$ cat src/rtl/nwsr_pkg.sv
package nwsr_pkg;
    // Control word 1 (second control word) fields
    localparam int C1_NORESP_BIT = 13;
    localparam int C1_INDIR_BIT = 12;
    localparam int C1_RETRY_LSB = 8;
    localparam int C1_RETRY_W = 4;
    localparam int C1_MON_LSB = 0;
    localparam int C1_MON_W = 8;
    // Control word 2 fields
    localparam int C2_NODE_LSB = 0;
    localparam int C2_NODE_W = 8;
    // Indirect destination word D fields
    localparam int D_AREA_LSB = 8;
    localparam int D_ZERO_LSB = 4;
    localparam int D_DIG5_LSB = 0;

    localparam logic [7:0] NODE_BROADCAST = 8'h00;
    localparam logic [7:0] MON_DEFAULT = 8'h00;
    localparam logic [15:0] UDP_PORT = 16'h2580;  // 9600
    localparam logic [9:0] MAX_NODES = 10'h07f;
    localparam logic [9:0] MAX_LOCAL_WORDS = 10'h2d7;  // 727
    localparam logic [9:0] MAX_SEND_WORDS = 10'h3e5;  // 997
    localparam logic [9:0] MAX_RECV_WORDS = 10'h3e8;  // 1000
    localparam logic [9:0] SHORT_REPLY_WORDS = 10'h100;  // 256

    // Completion codes
    localparam logic [7:0] CC_NORMAL = 8'h00;
    localparam logic [7:0] CC_PARAM = 8'h01;
    localparam logic [7:0] CC_TIMEOUT = 8'h05;
    localparam logic [7:0] CC_RESP_ERR = 8'h06;

    // Area codes
    localparam logic [7:0] AREA_IO = 8'h00;
    localparam logic [7:0] AREA_DATA = 8'h05;
    localparam logic [7:0] AREA_LINK = 8'h06;
    localparam logic [7:0] AREA_HOLD = 8'h07;
    localparam logic [7:0] AREA_AUX = 8'h08;
    localparam logic [7:0] AREA_TC = 8'h03;
    localparam logic [7:0] AREA_BUSLINK = 8'h01;
    localparam logic [7:0] AREA_AUXL = 8'h02;
    localparam logic [7:0] AREA_CNT = 8'h04;
    localparam logic [7:0] AREA_BANK0 = 8'h10;
    localparam logic [7:0] AREA_BANKC = 8'h18;

    // Timing, 20 MHz clock
    localparam longint CLK_HZ = 20000000;
    localparam longint TICK_MS = 100;
    localparam longint DEFAULT_MS = 2200;
    localparam longint TICK_CYC = TICK_MS * CLK_HZ / 1000;
    localparam logic [7:0] DEFAULT_TICKS = 8'(DEFAULT_MS / TICK_MS);

    // AXI register map
    localparam logic [7:0] A_CTRL0 = 8'h00;
    localparam logic [7:0] A_CTRL1 = 8'h04;
    localparam logic [7:0] A_CTRL2 = 8'h08;
    localparam logic [7:0] A_DEST0 = 8'h0c;
    localparam logic [7:0] A_DEST1 = 8'h10;
    localparam logic [7:0] A_START = 8'h14;
    localparam logic [7:0] A_STATUS = 8'h18;
    localparam logic [7:0] A_RESULT = 8'h1c;
    localparam int START_SEND_BIT = 0;
    localparam int START_RECV_BIT = 1;
    localparam int START_RELAY_BIT = 2;
    localparam int ST_ENABLED_BIT = 0;
    localparam int ST_ERROR_BIT = 1;
    localparam logic [1:0] RESP_OKAY = 2'b00;
    localparam logic [1:0] RESP_SLVERR = 2'b10;

    typedef enum logic [3:0] {
        NWSR_IDLE = 4'b0001,
        NWSR_SEND = 4'b0010,
        NWSR_WAIT = 4'b0100,
        NWSR_DONE = 4'b1000
    } nwsr_state_t;

    // Outgoing request to the network engine
    typedef struct packed {
        logic recv;
        logic broadcast;
        logic no_resp;
        logic [7:0] node;
        logic [9:0] words;
        logic [7:0] area;
        logic [19:0] addr;
        logic [15:0] port;
    } nwsr_req_t;

    // Reply from the network engine
    typedef struct packed {
        logic err;
        logic [7:0] code;
    } nwsr_rsp_t;
endpackage

$ cat src/rtl/nwsr_unit.sv
// Design decisions made here: register access over AXI4-Lite and the address map.
`timescale 1ns/1ns
module nwsr_unit
    import nwsr_pkg::*;
#(
    parameter longint TICK_CYCLES = TICK_CYC,
    parameter logic [7:0] LOCAL_NODE = 8'h01
) (
    // Clock and reset
    input wire logic aclk,
    input wire logic aresetn,
    // AXI4-Lite slave
    input wire logic [7:0] awaddr,
    input wire logic awvalid,
    output logic awready,
    input wire logic [31:0] wdata,
    input wire logic [3:0] wstrb,
    input wire logic wvalid,
    output logic wready,
    output logic [1:0] bresp,
    output logic bvalid,
    input wire logic bready,
    input wire logic [7:0] araddr,
    input wire logic arvalid,
    output logic arready,
    output logic [31:0] rdata,
    output logic [1:0] rresp,
    output logic rvalid,
    input wire logic rready,
    // Network engine
    output nwsr_req_t net_req,
    output logic net_req_valid,
    input wire logic net_req_ready,
    input wire nwsr_rsp_t net_rsp,
    input wire logic net_rsp_valid,
    // Status
    output logic instr_enabled,
    output logic instr_error
);
    logic [15:0] ctrl0_q, ctrl1_q, ctrl2_q, dest0_q, dest1_q;
    logic [7:0] code_q;
    logic enabled_q, error_q, recv_q, relay_q;
    nwsr_state_t state_q;
    logic [3:0] retries_q;
    logic [7:0] ticks_q;
    logic [31:0] cyc_q;
    logic [31:0] tick_cyc;
    logic aw_q, w_q;
    logic [7:0] awa_q;
    logic [31:0] wd_q;
    logic start_send, start_recv, start_relay, wr_fire;
    logic bcast, noresp, param_ok;
    logic [9:0] words;
    logic [19:0] bcd_addr;

    assign tick_cyc = 32'(TICK_CYCLES);

    function automatic logic [19:0] bcd5(input logic [3:0] d4, input logic [15:0] lo);
        bcd5 = 20'(d4) * 20'd10000 + 20'(lo[15:12]) * 20'd1000
             + 20'(lo[11:8]) * 20'd100 + 20'(lo[7:4]) * 20'd10 + 20'(lo[3:0]);
    endfunction

    function automatic logic area_ok(input logic [7:0] a);
        area_ok = (a <= AREA_AUX) || (a >= AREA_BANK0 && a <= AREA_BANKC);
    endfunction

    // AXI write: address and data taken in either order
    assign awready = !aw_q && !bvalid;
    assign wready = !w_q && !bvalid;
    assign wr_fire = aw_q && w_q && !bvalid;

    always_ff @(posedge aclk) begin
        if (!aresetn) begin
            aw_q <= 1'b0;
            w_q <= 1'b0;
            awa_q <= 8'h00;
            wd_q <= 32'h0000_0000;
            bvalid <= 1'b0;
            bresp <= RESP_OKAY;
        end else begin
            if (awvalid && awready) begin
                aw_q <= 1'b1;
                awa_q <= awaddr;
            end
            if (wvalid && wready) begin
                w_q <= 1'b1;
                wd_q <= wdata;
            end
            if (wr_fire) begin
                aw_q <= 1'b0;
                w_q <= 1'b0;
                bvalid <= 1'b1;
                bresp <= (awa_q <= A_START) ? RESP_OKAY : RESP_SLVERR;
            end else if (bvalid && bready) begin
                bvalid <= 1'b0;
            end
        end
    end

    assign start_send = wr_fire && awa_q == A_START && wd_q[START_SEND_BIT];
    assign start_recv = wr_fire && awa_q == A_START && wd_q[START_RECV_BIT];
    assign start_relay = wr_fire && awa_q == A_START && wd_q[START_RELAY_BIT];

    // Control words; frozen while a request runs so the engine sees stable data
    always_ff @(posedge aclk) begin
        if (!aresetn) begin
            ctrl0_q <= 16'h0000;
            ctrl1_q <= 16'h0000;
            ctrl2_q <= 16'h0000;
            dest0_q <= 16'h0000;
            dest1_q <= 16'h0000;
        end else if (wr_fire && enabled_q) begin
            case (awa_q)
                A_CTRL0: ctrl0_q <= wd_q[15:0];
                A_CTRL1: ctrl1_q <= wd_q[15:0];
                A_CTRL2: ctrl2_q <= wd_q[15:0];
                A_DEST0: dest0_q <= wd_q[15:0];
                A_DEST1: dest1_q <= wd_q[15:0];
                default: ;
            endcase
        end
    end

    // AXI read
    assign arready = !rvalid;
    always_ff @(posedge aclk) begin
        if (!aresetn) begin
            rvalid <= 1'b0;
            rdata <= 32'h0000_0000;
            rresp <= RESP_OKAY;
        end else if (arvalid && arready) begin
            rvalid <= 1'b1;
            rresp <= RESP_OKAY;
            case (araddr)
                A_CTRL0: rdata <= {16'h0000, ctrl0_q};
                A_CTRL1: rdata <= {16'h0000, ctrl1_q};
                A_CTRL2: rdata <= {16'h0000, ctrl2_q};
                A_DEST0: rdata <= {16'h0000, dest0_q};
                A_DEST1: rdata <= {16'h0000, dest1_q};
                A_START: rdata <= 32'h0000_0000;
                A_STATUS: rdata <= {30'h0000_0000, error_q, enabled_q};
                A_RESULT: rdata <= {24'h00_0000, code_q};
                default: begin
                    rdata <= 32'h0000_0000;
                    rresp <= RESP_SLVERR;
                end
            endcase
        end else if (rvalid && rready) begin
            rvalid <= 1'b0;
        end
    end

    // Request decode
    assign words = ctrl0_q[9:0];
    assign bcast = !recv_q && ctrl2_q[C2_NODE_LSB +: C2_NODE_W] == NODE_BROADCAST;
    assign noresp = bcast || ctrl1_q[C1_NORESP_BIT];
    assign bcd_addr = bcd5(dest0_q[D_DIG5_LSB +: 4], dest1_q);

    always_comb begin
        param_ok = words != 10'h000 && ctrl0_q[15:10] == 6'h00;
        if (recv_q) begin
            param_ok = param_ok && words <= MAX_RECV_WORDS;
            param_ok = param_ok && ctrl2_q[C2_NODE_LSB +: C2_NODE_W] != NODE_BROADCAST;
        end else begin
            param_ok = param_ok && words <= MAX_SEND_WORDS;
            if (bcast || ctrl2_q[C2_NODE_LSB +: C2_NODE_W] == LOCAL_NODE) begin
                param_ok = param_ok && words <= MAX_LOCAL_WORDS;
            end
        end
        if (ctrl1_q[C1_INDIR_BIT]) begin
            param_ok = param_ok && dest0_q[D_ZERO_LSB +: 4] == 4'h0;
            param_ok = param_ok && area_ok(dest0_q[D_AREA_LSB +: 8]);
        end
    end

    // Outgoing request
    always_comb begin
        net_req.recv = recv_q;
        net_req.broadcast = bcast;
        net_req.no_resp = noresp;
        net_req.node = ctrl2_q[C2_NODE_LSB +: C2_NODE_W];
        net_req.words = words; // length passes through unchanged
        net_req.area = ctrl1_q[C1_INDIR_BIT] ? dest0_q[D_AREA_LSB +: 8] : AREA_DATA;
        net_req.addr = ctrl1_q[C1_INDIR_BIT] ? bcd_addr : 20'(dest1_q);
        net_req.port = UDP_PORT;
    end
    assign net_req_valid = state_q == NWSR_SEND;

    // Sequencer
    always_ff @(posedge aclk) begin
        if (!aresetn) begin
            state_q <= NWSR_IDLE;
            enabled_q <= 1'b1;
            error_q <= 1'b0;
            code_q <= CC_NORMAL;
            recv_q <= 1'b0;
            relay_q <= 1'b0;
            retries_q <= 4'h0;
            ticks_q <= 8'h00;
            cyc_q <= 32'h0000_0000;
        end else begin
            case (state_q)
                NWSR_IDLE: begin
                    if (enabled_q && (start_send || start_recv || start_relay)) begin
                        enabled_q <= 1'b0;
                        code_q <= CC_NORMAL;
                        recv_q <= start_recv;
                        relay_q <= start_relay && !start_send && !start_recv;
                        retries_q <= ctrl1_q[C1_RETRY_LSB +: C1_RETRY_W];
                        // Relay passes through SEND too; only its parameter check is skipped
                        state_q <= NWSR_SEND;
                    end
                end
                NWSR_SEND: begin
                    if (!param_ok && !relay_q) begin
                        code_q <= CC_PARAM;
                        error_q <= 1'b1;
                        state_q <= NWSR_DONE;
                    end else if (net_req_ready) begin
                        cyc_q <= 32'h0000_0000;
                        ticks_q <= 8'h00;
                        if (noresp) begin
                            error_q <= 1'b0; // engine fans out to MAX_NODES
                            state_q <= NWSR_DONE;
                        end else begin
                            state_q <= NWSR_WAIT;
                        end
                    end
                end
                NWSR_WAIT: begin
                    if (net_rsp_valid) begin
                        code_q <= net_rsp.err ? net_rsp.code : CC_NORMAL;
                        error_q <= net_rsp.err;
                        state_q <= NWSR_DONE;
                    end else if (cyc_q >= tick_cyc - 32'h1) begin
                        cyc_q <= 32'h0000_0000;
                        ticks_q <= ticks_q + 8'h01;
                        if (ticks_q + 8'h01 == ((ctrl1_q[C1_MON_LSB +: C1_MON_W] == MON_DEFAULT)
                                ? DEFAULT_TICKS : ctrl1_q[C1_MON_LSB +: C1_MON_W])) begin
                            if (retries_q != 4'h0) begin
                                retries_q <= retries_q - 4'h1;
                                state_q <= NWSR_SEND;
                            end else begin
                                code_q <= CC_TIMEOUT;
                                error_q <= 1'b1;
                                state_q <= NWSR_DONE;
                            end
                        end
                    end else begin
                        cyc_q <= cyc_q + 32'h1;
                    end
                end
                NWSR_DONE: begin
                    enabled_q <= 1'b1;
                    state_q <= NWSR_IDLE;
                end
                default: state_q <= NWSR_IDLE;
            endcase
        end
    end

    assign instr_enabled = enabled_q;
    assign instr_error = error_q;

    property p_busy_clears_enabled;
        @(posedge aclk) disable iff (!aresetn)
        (state_q != NWSR_IDLE && state_q != NWSR_DONE) |-> !instr_enabled;
    endproperty
    a_busy_clears_enabled: assert property (p_busy_clears_enabled)
        else $error("enabled high while busy");

    property p_done_sets_enabled;
        @(posedge aclk) disable iff (!aresetn)
        state_q == NWSR_DONE |=> instr_enabled && state_q == NWSR_IDLE;
    endproperty
    a_done_sets_enabled: assert property (p_done_sets_enabled)
        else $error("enabled not restored");

    property p_code_zero_running;
        @(posedge aclk) disable iff (!aresetn)
        state_q == NWSR_WAIT |-> code_q == CC_NORMAL;
    endproperty
    a_code_zero_running: assert property (p_code_zero_running)
        else $error("code not zero while running");

    property p_code_held;
        @(posedge aclk) disable iff (!aresetn)
        state_q == NWSR_IDLE && !(wr_fire) |=> $stable(code_q);
    endproperty
    a_code_held: assert property (p_code_held)
        else $error("code changed while idle");

    property p_bcast_noresp;
        @(posedge aclk) disable iff (!aresetn)
        net_req_valid && net_req.broadcast |-> net_req.no_resp && !net_req.recv;
    endproperty
    a_bcast_noresp: assert property (p_bcast_noresp)
        else $error("broadcast needs response");

    property p_port;
        @(posedge aclk) disable iff (!aresetn)
        net_req_valid |-> net_req.port == UDP_PORT;
    endproperty
    a_port: assert property (p_port)
        else $error("wrong port");

    property p_timeout_code;
        @(posedge aclk) disable iff (!aresetn)
        code_q == CC_TIMEOUT && $changed(code_q) |-> error_q && state_q == NWSR_DONE;
    endproperty
    a_timeout_code: assert property (p_timeout_code)
        else $error("timeout without error");

    property p_recv_not_bcast;
        @(posedge aclk) disable iff (!aresetn)
        state_q == NWSR_WAIT |-> !(recv_q && net_req.node == NODE_BROADCAST);
    endproperty
    a_recv_not_bcast: assert property (p_recv_not_bcast)
        else $error("receive to broadcast");

    property p_param_err;
        @(posedge aclk) disable iff (!aresetn)
        state_q == NWSR_SEND && !param_ok && !relay_q |=> code_q == CC_PARAM && error_q;
    endproperty
    a_param_err: assert property (p_param_err)
        else $error("bad length not refused");

    c_wait: cover property (@(posedge aclk) disable iff (!aresetn) state_q == NWSR_WAIT);
    c_timeout: cover property (@(posedge aclk) disable iff (!aresetn)
        state_q == NWSR_DONE && code_q == CC_TIMEOUT);
    c_bcast: cover property (@(posedge aclk) disable iff (!aresetn)
        net_req_valid && net_req_ready && net_req.broadcast);
    c_relay: cover property (@(posedge aclk) disable iff (!aresetn)
        net_req_valid && net_req_ready && relay_q);
endmodule

$ cat config.mk
export PLATFORM = sky130hd
export DESIGN_NAME = nwsr_unit
export DESIGN_NICKNAME = d
export VERILOG_FILES = /design/src/rtl/nwsr_pkg.sv /design/src/rtl/nwsr_unit.sv
export SDC_FILE = /design/constraint.sdc
export NUM_CORES = 1
export LEC_CHECK = 0
export BUFFER_PORTS_ARGS = -buffer_cell sky130_fd_sc_hd__clkbuf_2
export CAP_MARGIN = 20
export CORE_MARGIN = 2
export CORE_UTILIZATION = 35
export DETAILED_ROUTE_END_ITERATION = 6
export GPL_ROUTABILITY_DRIVEN = 0
export PLACE_DENSITY = 0.54
export SYNTH_ARGS = -nofsm -noshare
export SYNTH_HDL_FRONTEND = slang
export SYNTH_SLANG_ARGS = --single-unit
export TNS_END_PERCENT = 1
$ cat constraint.sdc
create_clock -name aclk -period 16.78 [get_ports aclk]
set_input_delay 3.356 -clock aclk [delete_from_list [all_inputs] [get_ports aclk]]
set_output_delay 3.356 -clock aclk [all_outputs]
set_load 0.01 [all_outputs]
# Yosys cells after proc, flatten, opt, wreduce, memory -nomap -nowiden
# Index checks and enable logic that the tools add are counted.
[word_totals]
ff_bits = 204
latch_bits = 0
mem_bits_rw = 0
mem_bits_ro = 0
in_bits = 70
n_memories = 0
[classes]
addsub = 7
mul = 4
div = 0
order_cmp = 8
eq_ne = 31
n_shift = 0
n_mux = 56
bitwise = 1
n_reduce_logical = 71
[ops]
columns = ["operator", "n"]
rows = [
  ["32-bit 2-to-1 mux", 4],
  ["16-bit case mux with 7 select lines", 1],
  ["8-bit 2-to-1 mux", 13],
  ["32-bit case mux with 2 select lines", 1],
  ["4-bit 2-to-1 mux", 13],
  ["8-bit by 5-bit equality test with 1-bit output (second input constant)", 6],
  ["32-bit by 1-bit adder with 32-bit output (second input constant)", 1],
  ["8-bit by 4-bit equality test with 1-bit output (second input constant)", 4],
  ["32-bit by 21-bit >= comparator with 1-bit output (second input constant)", 1],
  ["8-bit zero test", 4],
  ["10-bit less-or-equal comparator (second input constant)", 3],
  ["1-bit logical AND", 27],
  ["8-bit case mux with 3 select lines", 1],
  ["19-bit by 11-bit adder with 20-bit output", 1],
  ["20-bit by 4-bit adder with 20-bit output", 1],
  ["20-bit by 8-bit adder with 20-bit output", 1],
  ["20-bit 2-to-1 mux", 1],
  ["18-bit by 14-bit adder with 19-bit output", 1],
  ["6-bit AND reduction", 3],
  ["8-bit by 3-bit equality test with 1-bit output (second input constant)", 2],
  ["8-bit by 5-bit less-or-equal comparator with 1-bit output (second input constant)", 2],
  ["8-bit case mux with 2 select lines", 1],
  ["1-bit 2-to-1 mux", 15],
  ["4-bit by 10-bit multiplier with 14-bit output (second input constant)", 1],
  ["other kinds (36)", 70],
]

# Depth between registers and ports, before layout
# Gate-level depths: netlist (run 1).
[depth]
word_depth = 13
mapped_depth = 21
depth_no_buf = 21

# Worst setup path after synthesis (run 1)
# No wires, ideal clock.
[synth_timing]
kind = "register to output"
start = "register dest1_q[13]"
end = "output net_req[32] (netlist name)"
t_arrival_ns = 4.646
setup_slack_ns = 8.778
stages_incl_launch_ff = 21
path_buffers = 0
path_cell_list = "dfxtp_1 > fa_1 > inv_1 > fa_1 > inv_1 > ha_1 > a21oi_1 > o21bai_1 > and2_1 > o21ai_0 > nand2_1 > xor2_1 > ha_1 > ha_1 > ha_1 > or2_2 > a21oi_1 > a311oi_1 > o21a_1 > nor2_1 > mux2i_1"
[synth_lines]
columns = ["element", "line", "rtl"]
rows = [
  ["from (decl)", "nwsr_unit.sv:40", "logic [15:0] ctrl0_q, ctrl1_q, ctrl2_q, dest0_q, dest1_q;"],
  ["from (signal assigned)", "nwsr_unit.sv:118", "A_DEST1: dest1_q <= wd_q[15:0];"],
  ["to (decl)", "nwsr_unit.sv:31", "output nwsr_req_t net_req,"],
]

==> flow_summary.toml, run 1 <==
[run_status]
status = "finished, final reports clean"

[timing]
fin_crit_ps = 8980
max_freq_mhz = 111
worst_slew_pin_slew_ps = 913
clock_skew_ps = 12.9
holdWs_ps = 456
fin_ws_ps = 7800
max_slew_margin_pct = 39.1
finalSetupViolCount = 0
hold_viol = 0
drv_slew = 0
rsz0062_at_grt = "no"
period_share_pct = 53.5
setup_tns_ps = 0

[clock_network]
cts-root-buf = "clkbuf_16"
cts_max_level = 4
path_clk_slew_ps = 70
postCtsSetupRepairBufs = 0
clock_path_buffers = 2
cts_resized = 0
clkLatencyLatePin_ps = 440
cts_tree = "yes"
numCtsBuffers = 17
cts.sinks = 186
cts_hold_buf = 0

[synth]
syn_area_um2 = 11500
synth-simple-area-share_pct = 18.9
synth-edff-count = 0
yosys.area.top_type = "dfxtp_1"
synth_xor_xnor_area_share_pct = 3.94
synth-compound-area-share_pct = 15.7
yosys.area_share.adder_pct = 12.4
ys_seq_area_share_pct = 32.3
yosysTopAreaCellShare_pct = 32.3
synth_mux_area_share_pct = 8.59
yosysWarnings = 0
syn_avg_cell_area_um2 = 8.52
synthFlopType = "dfxtp_1"
yosys-top-cells-count = "dfxtp_1 (186), nor2_1 (186), nand2_1 (123)"
synth_area_leaders = "dfxtp_1 (32%), mux2i_1 (7.8%), ha_1 (7.7%)"
ys_ff_latch = 186
synthCells = 1354
synth_top_family_by_area = "simple AND/OR/NAND/NOR gates"
async_reset_ff_share_pct = 0
ys_types = 80

[placed_design]
place_ws_ps = 8210
io_buffers = 123
dp_hpwl_um = 24300

[final_layout]
fin_nets = 1588
insertedDiodeCount = 0
n_fill_cell = 3426
multi_input_area_um2 = 7010
finish.utilization_pct = 39.6
seqCellArea_um2 = 3720
syn_to_final_growth_pct = 11.6
drive_gt1_share_pct = 13.9

[job]
max-cap-violations = 0

[drt]
wl_per_cell_um = 17.2
drt-initial-drc-count = 547
dr.pass1.iters = 5
drc_errors = 0
ant_nets = 0
num_vias = 9611
wirelength_um = 32200
vias_per_cell = 5.13

[grt]
antenna_found_initial = 1
grtUsageMet1_pct = 24.2
grt.met2_usage_pct = 32.0
grt_max_degree = 85
overflow = 0
grt_usage_pct = 18.9
first_global_vias = 9005
grt.busiest_layer = "met2"
grtUsageMet3_pct = 3.33
grt_pass1_wl_um = 50100

[worst_hold_path]
min_path_type = "register to register"

[pwr]
p_leak_nw = 5.50
p_per_area_nw_per_um2 = 72.7
p_total_mw = 0.936
ir_drop_mv = 0.0687

[floorplan]
coreArea_um2 = 32500
start_util_pct = 35.5
rows = 66
die_area_um2 = 34400
dieHeight_um = 186
fp.dieW_um = 186
io_pins = 179

[critical_path]
endpoint_kind = "output pin"
critPathLaunchType = "register"
cp.required_ps = 13420
cp_max_fo = 7
path_class = "register to output pin"
critPathArrivalTime_ps = 5620
==> cell type report <==
cell class,count,area share [%]
Clock buffer,19,3.44
Clock inverter,13,1.22
Inverter,66,1.94
Multi-Input combinational cell,1013,54.5
Sequential cell,186,28.9
Tap cell,442,4.30
Timing Repair Buffer,136,5.69
==> per-layer routing <==
layer  share of wire (%)  routed length, um
met1                  45              14600
met2                  48              15600
met3                 3.7               1180
met4                 2.7                872
met5               0.034                 11
==> worst paths after layout <==
| path | slack [ps] | depth (start not counted) | to | from |
|---|---|---|---|---|
| min | 460 | 2 | rdata[6] | rdata[6] |
| min reg2reg | 460 | 2 | rdata[6] | rdata[6] |
| max | 7800 | 21 | net_req[32] | dest1_q[13] |
| max reg2reg | 13580 | 8 | cyc_q[19] | ctrl2_q[4] |
==> worst max-delay path, cell delays in order (launching register included) <==
cell and delay (ps):
dfxtp_1 430, fa_1 640, inv_1 100, fa_1 520, inv_1 40, ha_1 330
a21oi_1 160, o21bai_1 110, and2_1 170, o21ai_0 140, nand2_1 80, xor2_1 170
ha_1 260, ha_1 290, ha_1 360, or2_2 320, a21oi_1 190, a311oi_1 90
o21a_1 210, nor2_1 180, mux2i_1 240, clkbuf_2 160
==> through the flow <==
| step | std cells | cell area (um^2) |
|---|---|---|
| 5_1_grt | 1875 | 12900 |
| 3_3_place_gp | 1840 | 12200 |
| 4_1_cts | 1872 | 12800 |
| 6_report | 1875 | 12900 |
| 2_1_floorplan | 1387 | 11700 |
| 3_5_place_dp | 1840 | 12200 |
==> cell usage in the layout (no fill, tap or decap), types with 9 or more instances in the layout <==
cell	synthesis	layout
nor2_1	186	186
dfxtp_1	186	186
nand2_1	123	123
clkbuf_2	0	123
a21oi_1	104	104
mux2i_1	90	90
ha_1	71	71
inv_1	65	64
xnor2_1	37	37
conb_1	2	35
fa_1	27	27
o21ai_0	25	25
and2_1	18	18
nand3_1	17	17
clkbuf_16	0	17
nor3_1	16	16
a21o_1	15	15
nand2b_1	14	14
and3_1	14	14
xor2_1	13	13
nand4_1	13	13
a2bb2oi_1	11	11
a211oi_1	10	10
a31oi_1	10	10
nor4_1	11	10
a32o_1	10	10
buf_4	58	10
o31ai_1	9	9
a221oi_1	9	9
==> flip-flops by register name, indices dropped and copies added (netlist names), 16 cells and up <==
signal and flops:
ctrl0_q 16, ctrl1_q 16, ctrl2_q 16, cyc_q 32, dest0_q 16, dest1_q 16
rdata 16, wd_q 16
==> power breakdown <==
| part | internal, mW | switching [mW] | leakage (nW) |
|---|---|---|---|
| sequential | 0.447 | 0.0120 | 1.50 |
| combinational | 0.0187 | 0.0380 | 3.71 |
| clock | 0.228 | 0.191 | 0.288 |
| total | 0.694 | 0.241 | 5.50 |
==> logic make-up after synthesis <==
family / Yosys count
other: 2
XOR/XNOR: 51
AND/OR/NAND/NOR: 464
multiplexers: 98
buffers and inverters: 188
AO/OA/AOI/OAI: 267
adder cells (fa/ha/maj): 98
flip-flops: 186
(Power assumes the default switching activity.)
==> inputs of run 2 (changes only) <==
--- a/config.mk
+++ b/config.mk
@@ -11,7 +11,7 @@
 export CORE_UTILIZATION = 35
 export DETAILED_ROUTE_END_ITERATION = 6
 export GPL_ROUTABILITY_DRIVEN = 0
-export PLACE_DENSITY = 0.54
+export PLACE_DENSITY = 0.56
 export SYNTH_ARGS = -nofsm -noshare
 export SYNTH_HDL_FRONTEND = slang
 export SYNTH_SLANG_ARGS = --single-unit
==> constraint.sdc (replaced) <==
create_clock -name aclk -period 7.5 [get_ports aclk]
set_input_delay 1.5 -clock aclk [delete_from_list [all_inputs] [get_ports aclk]]
set_output_delay 1.5 -clock aclk [all_outputs]
set_load 0.01 [all_outputs]
==> run 2 against run 1 <==
  * The run now ends with DRC left
  * Via count is essentially flat
  * Worst hold slack worse by 4.2 ps
  * Setup slack got worse by 7400 ps
  * Combinational power up 120%
  * Sequential power rose by 120%
  * Die area did not move
  * Register-to-register slack lost 9300 ps
  * Final area about the same
  * Cell count barely moved
  * Global-route usage about the same
  * Clock skew decreased by 2.4 ps
  * Sequential share of layout area is essentially flat
  * Critical endpoint unchanged
==> flow_summary.toml, run 2 (synthesized netlist as in run 1, its figures left out) <==
[floorplan]
die_area_um2 = 34400
dieHeight_um = 186
io_pins = 179
rows = 66
coreArea_um2 = 32500
fp.dieW_um = 186
start_util_pct = 35.5

[timing]
hold_viol = 0
max_slew_margin_pct = 38.9
drv_slew = 0
finalSetupViolCount = 0
setup_tns_ps = 0
period_share_pct = 94.2
worst_slew_pin_slew_ps = 917
rsz0062_at_grt = "no"
holdWs_ps = 452
max_freq_mhz = 142
fin_crit_ps = 7070
clock_skew_ps = 10.4

[critical_path]
critPathLaunchType = "register"
cp_max_fo = 7
cp_cell_sequence = "fa_1 > inv_1 > fa_1 > inv_1 > ha_1 > a21oi_1 > o21bai_1 > and2_1 > o21ai_0 > nand2_1 > xor2_1 > ha_1 > ha_1 > ha_1 > or2_2 > a21oi_1 > a311oi_1 > o21a_1 > nor2_1 > mux2i_1 > clkbuf_2"
path_class = "register to output pin"
critPathMaxStageDelay_ps = 630
cp_top_family = "adder cells"
critPathArrivalTime_ps = 5570
path_buf_inv = 3
cp.required_ps = 6000
rrSetupSlack_ps = 4320
cpMostUsedCell = "ha_1"
endpoint_kind = "output pin"
cp_slowest_cell = "fa_1"

[final_layout]
n_fill_cell = 3397
drive_gt1_share_pct = 13.9
insertedDiodeCount = 0
fin_nets = 1590
multi_input_area_um2 = 7010
largest_register_ffs = 32
final_cell_mix = "nor2_1 (186), dfxtp_1 (186), nand2_1 (123), clkbuf_2 (123), a21oi_1 (104)"
seqCellArea_um2 = 3720
top_register = "cyc_q"
syn_to_final_growth_pct = 11.6

[drt]
vias_per_cell = 5.12
ant_nets = 0
num_vias = 9609
wl_per_cell_um = 17.1
dr.pass1.iters = 7
drc_errors = 9
drt-initial-drc-count = 578
wirelength_um = 32100

[worst_hold_path]
min_path_type = "register to register"

[clock_network]
cts_max_level = 4
clock_path_buffers = 2
numCtsBuffers = 17
cts_tree = "yes"
cts_hold_buf = 0
clkLatencyLatePin_ps = 440
cts_resized = 0
path_clk_slew_ps = 60
postCtsSetupRepairBufs = 0
cts.sinks = 186
cts-root-buf = "clkbuf_16"

[grt]
grt_max_degree = 71
antenna_found_initial = 0
first_global_vias = 9027
overflow = 0
grt_pass1_wl_um = 50400
grt_usage_pct = 18.9

[pwr]
seqPwrFrac_pct = 49.4
p_leak_nw = 5.51
swShare_pct = 25.2
switchingPower_mw = 0.526
p_per_area_nw_per_um2 = 162
p_int_mw = 1.56
ir_drop_mv = 0.130
combPwrFrac_pct = 6.1
p_clk_share_pct = 44.5
p_total_mw = 2.08

[run_status]
violations = "DRC"
status = "finished, violations left"

[job]
max-cap-violations = 0

[placed_design]
dp_hpwl_um = 24100
io_buffers = 123
run 2: cell types whose count changed in the layout (fill, tap and decap cells not counted):
cell,before,now
inv_8,1,0
clkinvlp_4,2,1
buf_4,10,12
clkinv_2,0,1
clkbuf_8,1,2
inv_6,6,5
run 2: power groups by stage:
stage,Combinational [mW],Sequential (mW),Clock [mW]
2_1_floorplan,0.101,1.04,0
3_3_place_gp,0.125,1.05,0
3_5_place_dp,0.126,1.05,0
4_1_cts,0.127,1.03,0.944
5_1_grt,0.142,1.03,0.981
6_report,0.127,1.03,0.927
run 2: per-stage QoR:
step	std cells	setup WS [ps]	area, um^2	util [%]
5_1_grt	1876	117	12900	39.6
3_5_place_dp	1842	896	12200	37.6
2_1_floorplan	1387	1350	11700	-
6_report	1876	434	12900	39.6
3_3_place_gp	1842	890	12200	37.6
4_1_cts	1873	396	12800	39.5
run 2: path summary, 6_finish.rpt:
kind / start / to / cells past startpoint
worst max-delay path: dest1_q[13] / net_req[32] / 21
worst min-delay path: rdata[3] / rdata[3] / 2
worst max register to register: ctrl2_q[4] / cyc_q[19] / 8
worst min register to register: rdata[3] / rdata[3] / 2
run 2: area by class of cell:
type	count	area share (%)
Sequential cell	186	28.9
Multi-Input combinational cell	1013	54.5
Inverter	66	1.94
Clock inverter	11	1.04
Clock buffer	20	3.55
Timing Repair Buffer	138	5.80
Tap cell	442	4.29
run 2: per-layer routing:
layer | track usage, % | up-vias | share of wire [%]
li1 | - | 4766 | -
met5 | 0 | - | 0
met2 | 31.6 | 184 | 48
met1 | 24.8 | 4615 | 46
met4 | 6.36 | 0 | 2.6
met3 | 3.05 | 44 | 3.7
run 2: tightest hold or removal path: stages (launching register included):
cell,delay [ps]
dfxtp_1,310
nand2_1,50
a21oi_1,50
==> inputs of run 3 (changes only) <==
--- a/config.mk
+++ b/config.mk
@@ -11,7 +11,7 @@
 export CORE_UTILIZATION = 35
 export DETAILED_ROUTE_END_ITERATION = 6
 export GPL_ROUTABILITY_DRIVEN = 0
-export PLACE_DENSITY = 0.56
+export PLACE_DENSITY = 0.58
 export SYNTH_ARGS = -nofsm -noshare
 export SYNTH_HDL_FRONTEND = slang
 export SYNTH_SLANG_ARGS = --single-unit
==> run 3 against run 2 <==
  * The flow still finishes with violations (DRC)
  * Routed wire length fell by 0.86%
  * Clock skew rose by 5.8 ps
  * Combinational power about the same
  * Via count barely moved
  * Setup slack better by 31 ps
  * Global-route usage shrank 0.31 points
  * Largest cell class unchanged
==> flow_summary.toml, run 3 (synthesized netlist as in run 1, its figures left out) <==
[final_layout]
final_cell_mix = "nor2_1 (186), dfxtp_1 (186), nand2_1 (123), clkbuf_2 (123), a21oi_1 (104)"
drive_gt1_share_pct = 13.8
syn_to_final_growth_pct = 11.0
stdcell_area_um2 = 12800
finish.utilization_pct = 39.4
insertedDiodeCount = 0
top_register = "cyc_q"
largest_register_ffs = 32
fin_nets = 1588
fin_cells = 1873

[timing]
rsz0062_at_grt = "no"
setup_tns_ps = 0
clock_skew_ps = 16.2
worst_slew_pin_slew_ps = 1010
max_freq_mhz = 142
hold_viol = 0
finalSetupViolCount = 0
drv_slew = 0
period_share_pct = 93.8
max_slew_margin_pct = 32.5
fin_ws_ps = 465
fin_crit_ps = 7030
holdWs_ps = 454

[critical_path]
rrSetupSlack_ps = 4340
cp_cell_sequence = "fa_1 > inv_1 > fa_1 > inv_1 > ha_1 > a21oi_1 > o21bai_1 > and2_1 > o21ai_0 > nand2_1 > xor2_1 > ha_1 > ha_1 > ha_1 > or2_2 > a21oi_1 > a311oi_1 > o21a_1 > nor2_1 > mux2i_1 > clkbuf_2"
cp.required_ps = 6000
rr_startpoint = "ctrl2_q[4]"
endpoint_kind = "output pin"
rr_worst_depth = 8
cp_slowest_cell = "fa_1"
path_buf_inv = 3
cp_max_fo = 7
cpMostUsedCell = "ha_1"
path_class = "register to output pin"
r2r_end = "cyc_q[19]"
critPathMaxStageDelay_ps = 640
cp_top_family = "adder cells"
critPathLaunchType = "register"
critPathArrivalTime_ps = 5530

[pwr]
p_leak_nw = 5.47
ir_drop_mv = 0.134
p_total_mw = 2.01
p_per_area_nw_per_um2 = 157

[worst_hold_path]
holdPathEnd = "rdata[4]"
min_path_type = "register to register"
min_from = "rdata[4]"
hold_depth = 2

[grt]
overflow = 0
grt_max_degree = 74
grt_pass1_wl_um = 50000
first_global_vias = 9055
antenna_found_initial = 1
grt_usage_pct = 18.6

[clock_network]
cts_resized = 0
path_clk_slew_ps = 70
cts_max_level = 4
cts_hold_buf = 0
cts.sinks = 186
postCtsSetupRepairBufs = 0
clock_path_buffers = 2
clkLatencyLatePin_ps = 440
cts-root-buf = "clkbuf_16"
numCtsBuffers = 17
cts_tree = "yes"

[drt]
wl_per_cell_um = 17.0
met3_wirelength_um = 1300
ant_nets = 0
topRoutingLayerUsed = "met5"
drt-initial-drc-count = 634
dr.pass1.iters = 7
vias_per_cell = 5.13
route.met2.wl_um = 15300
num_vias = 9612
wl_met1_um = 14600
drc_errors = 6
wirelength_um = 31800

[placed_design]
place_area_um2 = 12200
place_inst = 1841
dp_hpwl_um = 24100
place_ws_ps = 891
io_buffers = 123

[floorplan]
die_area_um2 = 34400
rows = 66
coreArea_um2 = 32500
io_pins = 179
start_util_pct = 35.5
dieHeight_um = 186
fp.dieW_um = 186

[run_status]
violations = "DRC"
status = "finished, violations left"

[job]
max-cap-violations = 0
run 3: cell types whose count changed in the layout (fill, tap and decap cells not counted), sizes merged:
cell and change:
inv +2, buf -2, clkinvlp +2, bufinv -2, clkbuf -3
run 3: where the power goes:
group          leakage, nW  internal, mW  total (mW)  switching (mW)
Combinational         3.71        0.0418       0.126          0.0840
Sequential            1.50          1.00        1.03          0.0266
Clock                0.258         0.432       0.857           0.425
run 3: layout make-up:
class,instances,area [um^2]
sequential,186,3720
tap,442,553
timing repair buffer,136,728
inverter,66,250
fill,3377,19700
clock inverter,13,114
clock buffer,17,425
multi-input combinational,1013,7010
run 3: worst max path at each step:
| stage | start | to | slack, ps | cells past startpoint |
|---|---|---|---|---|
| finish | dest1_q[13] | net_req[32] | 470 | 21 |
| global route | dest1_q[14] | net_req[32] | 80 | 21 |
| CTS | dest1_q[14] | net_req[32] | 410 | 21 |
| detailed placement | dest1_q[14] | net_req[32] | 890 | 21 |
| global placement | dest1_q[13] | net_req[32] | 930 | 21 |
| floorplan | dest1_q[13] | net_req[32] | 1350 | 20 |
run 3: tightest hold or removal path, stage by stage (launching register included):
cell and delay (ps):
dfxtp_1 310, nand2_1 50, a21oi_1 50
run 3: layer usage:
layer  vias up  global-route usage, %
met2       205                   31.3
met3        37                   3.25
li1       4773                      -
met1      4595                   24.5
met4         2                   5.17
met5         -                      0
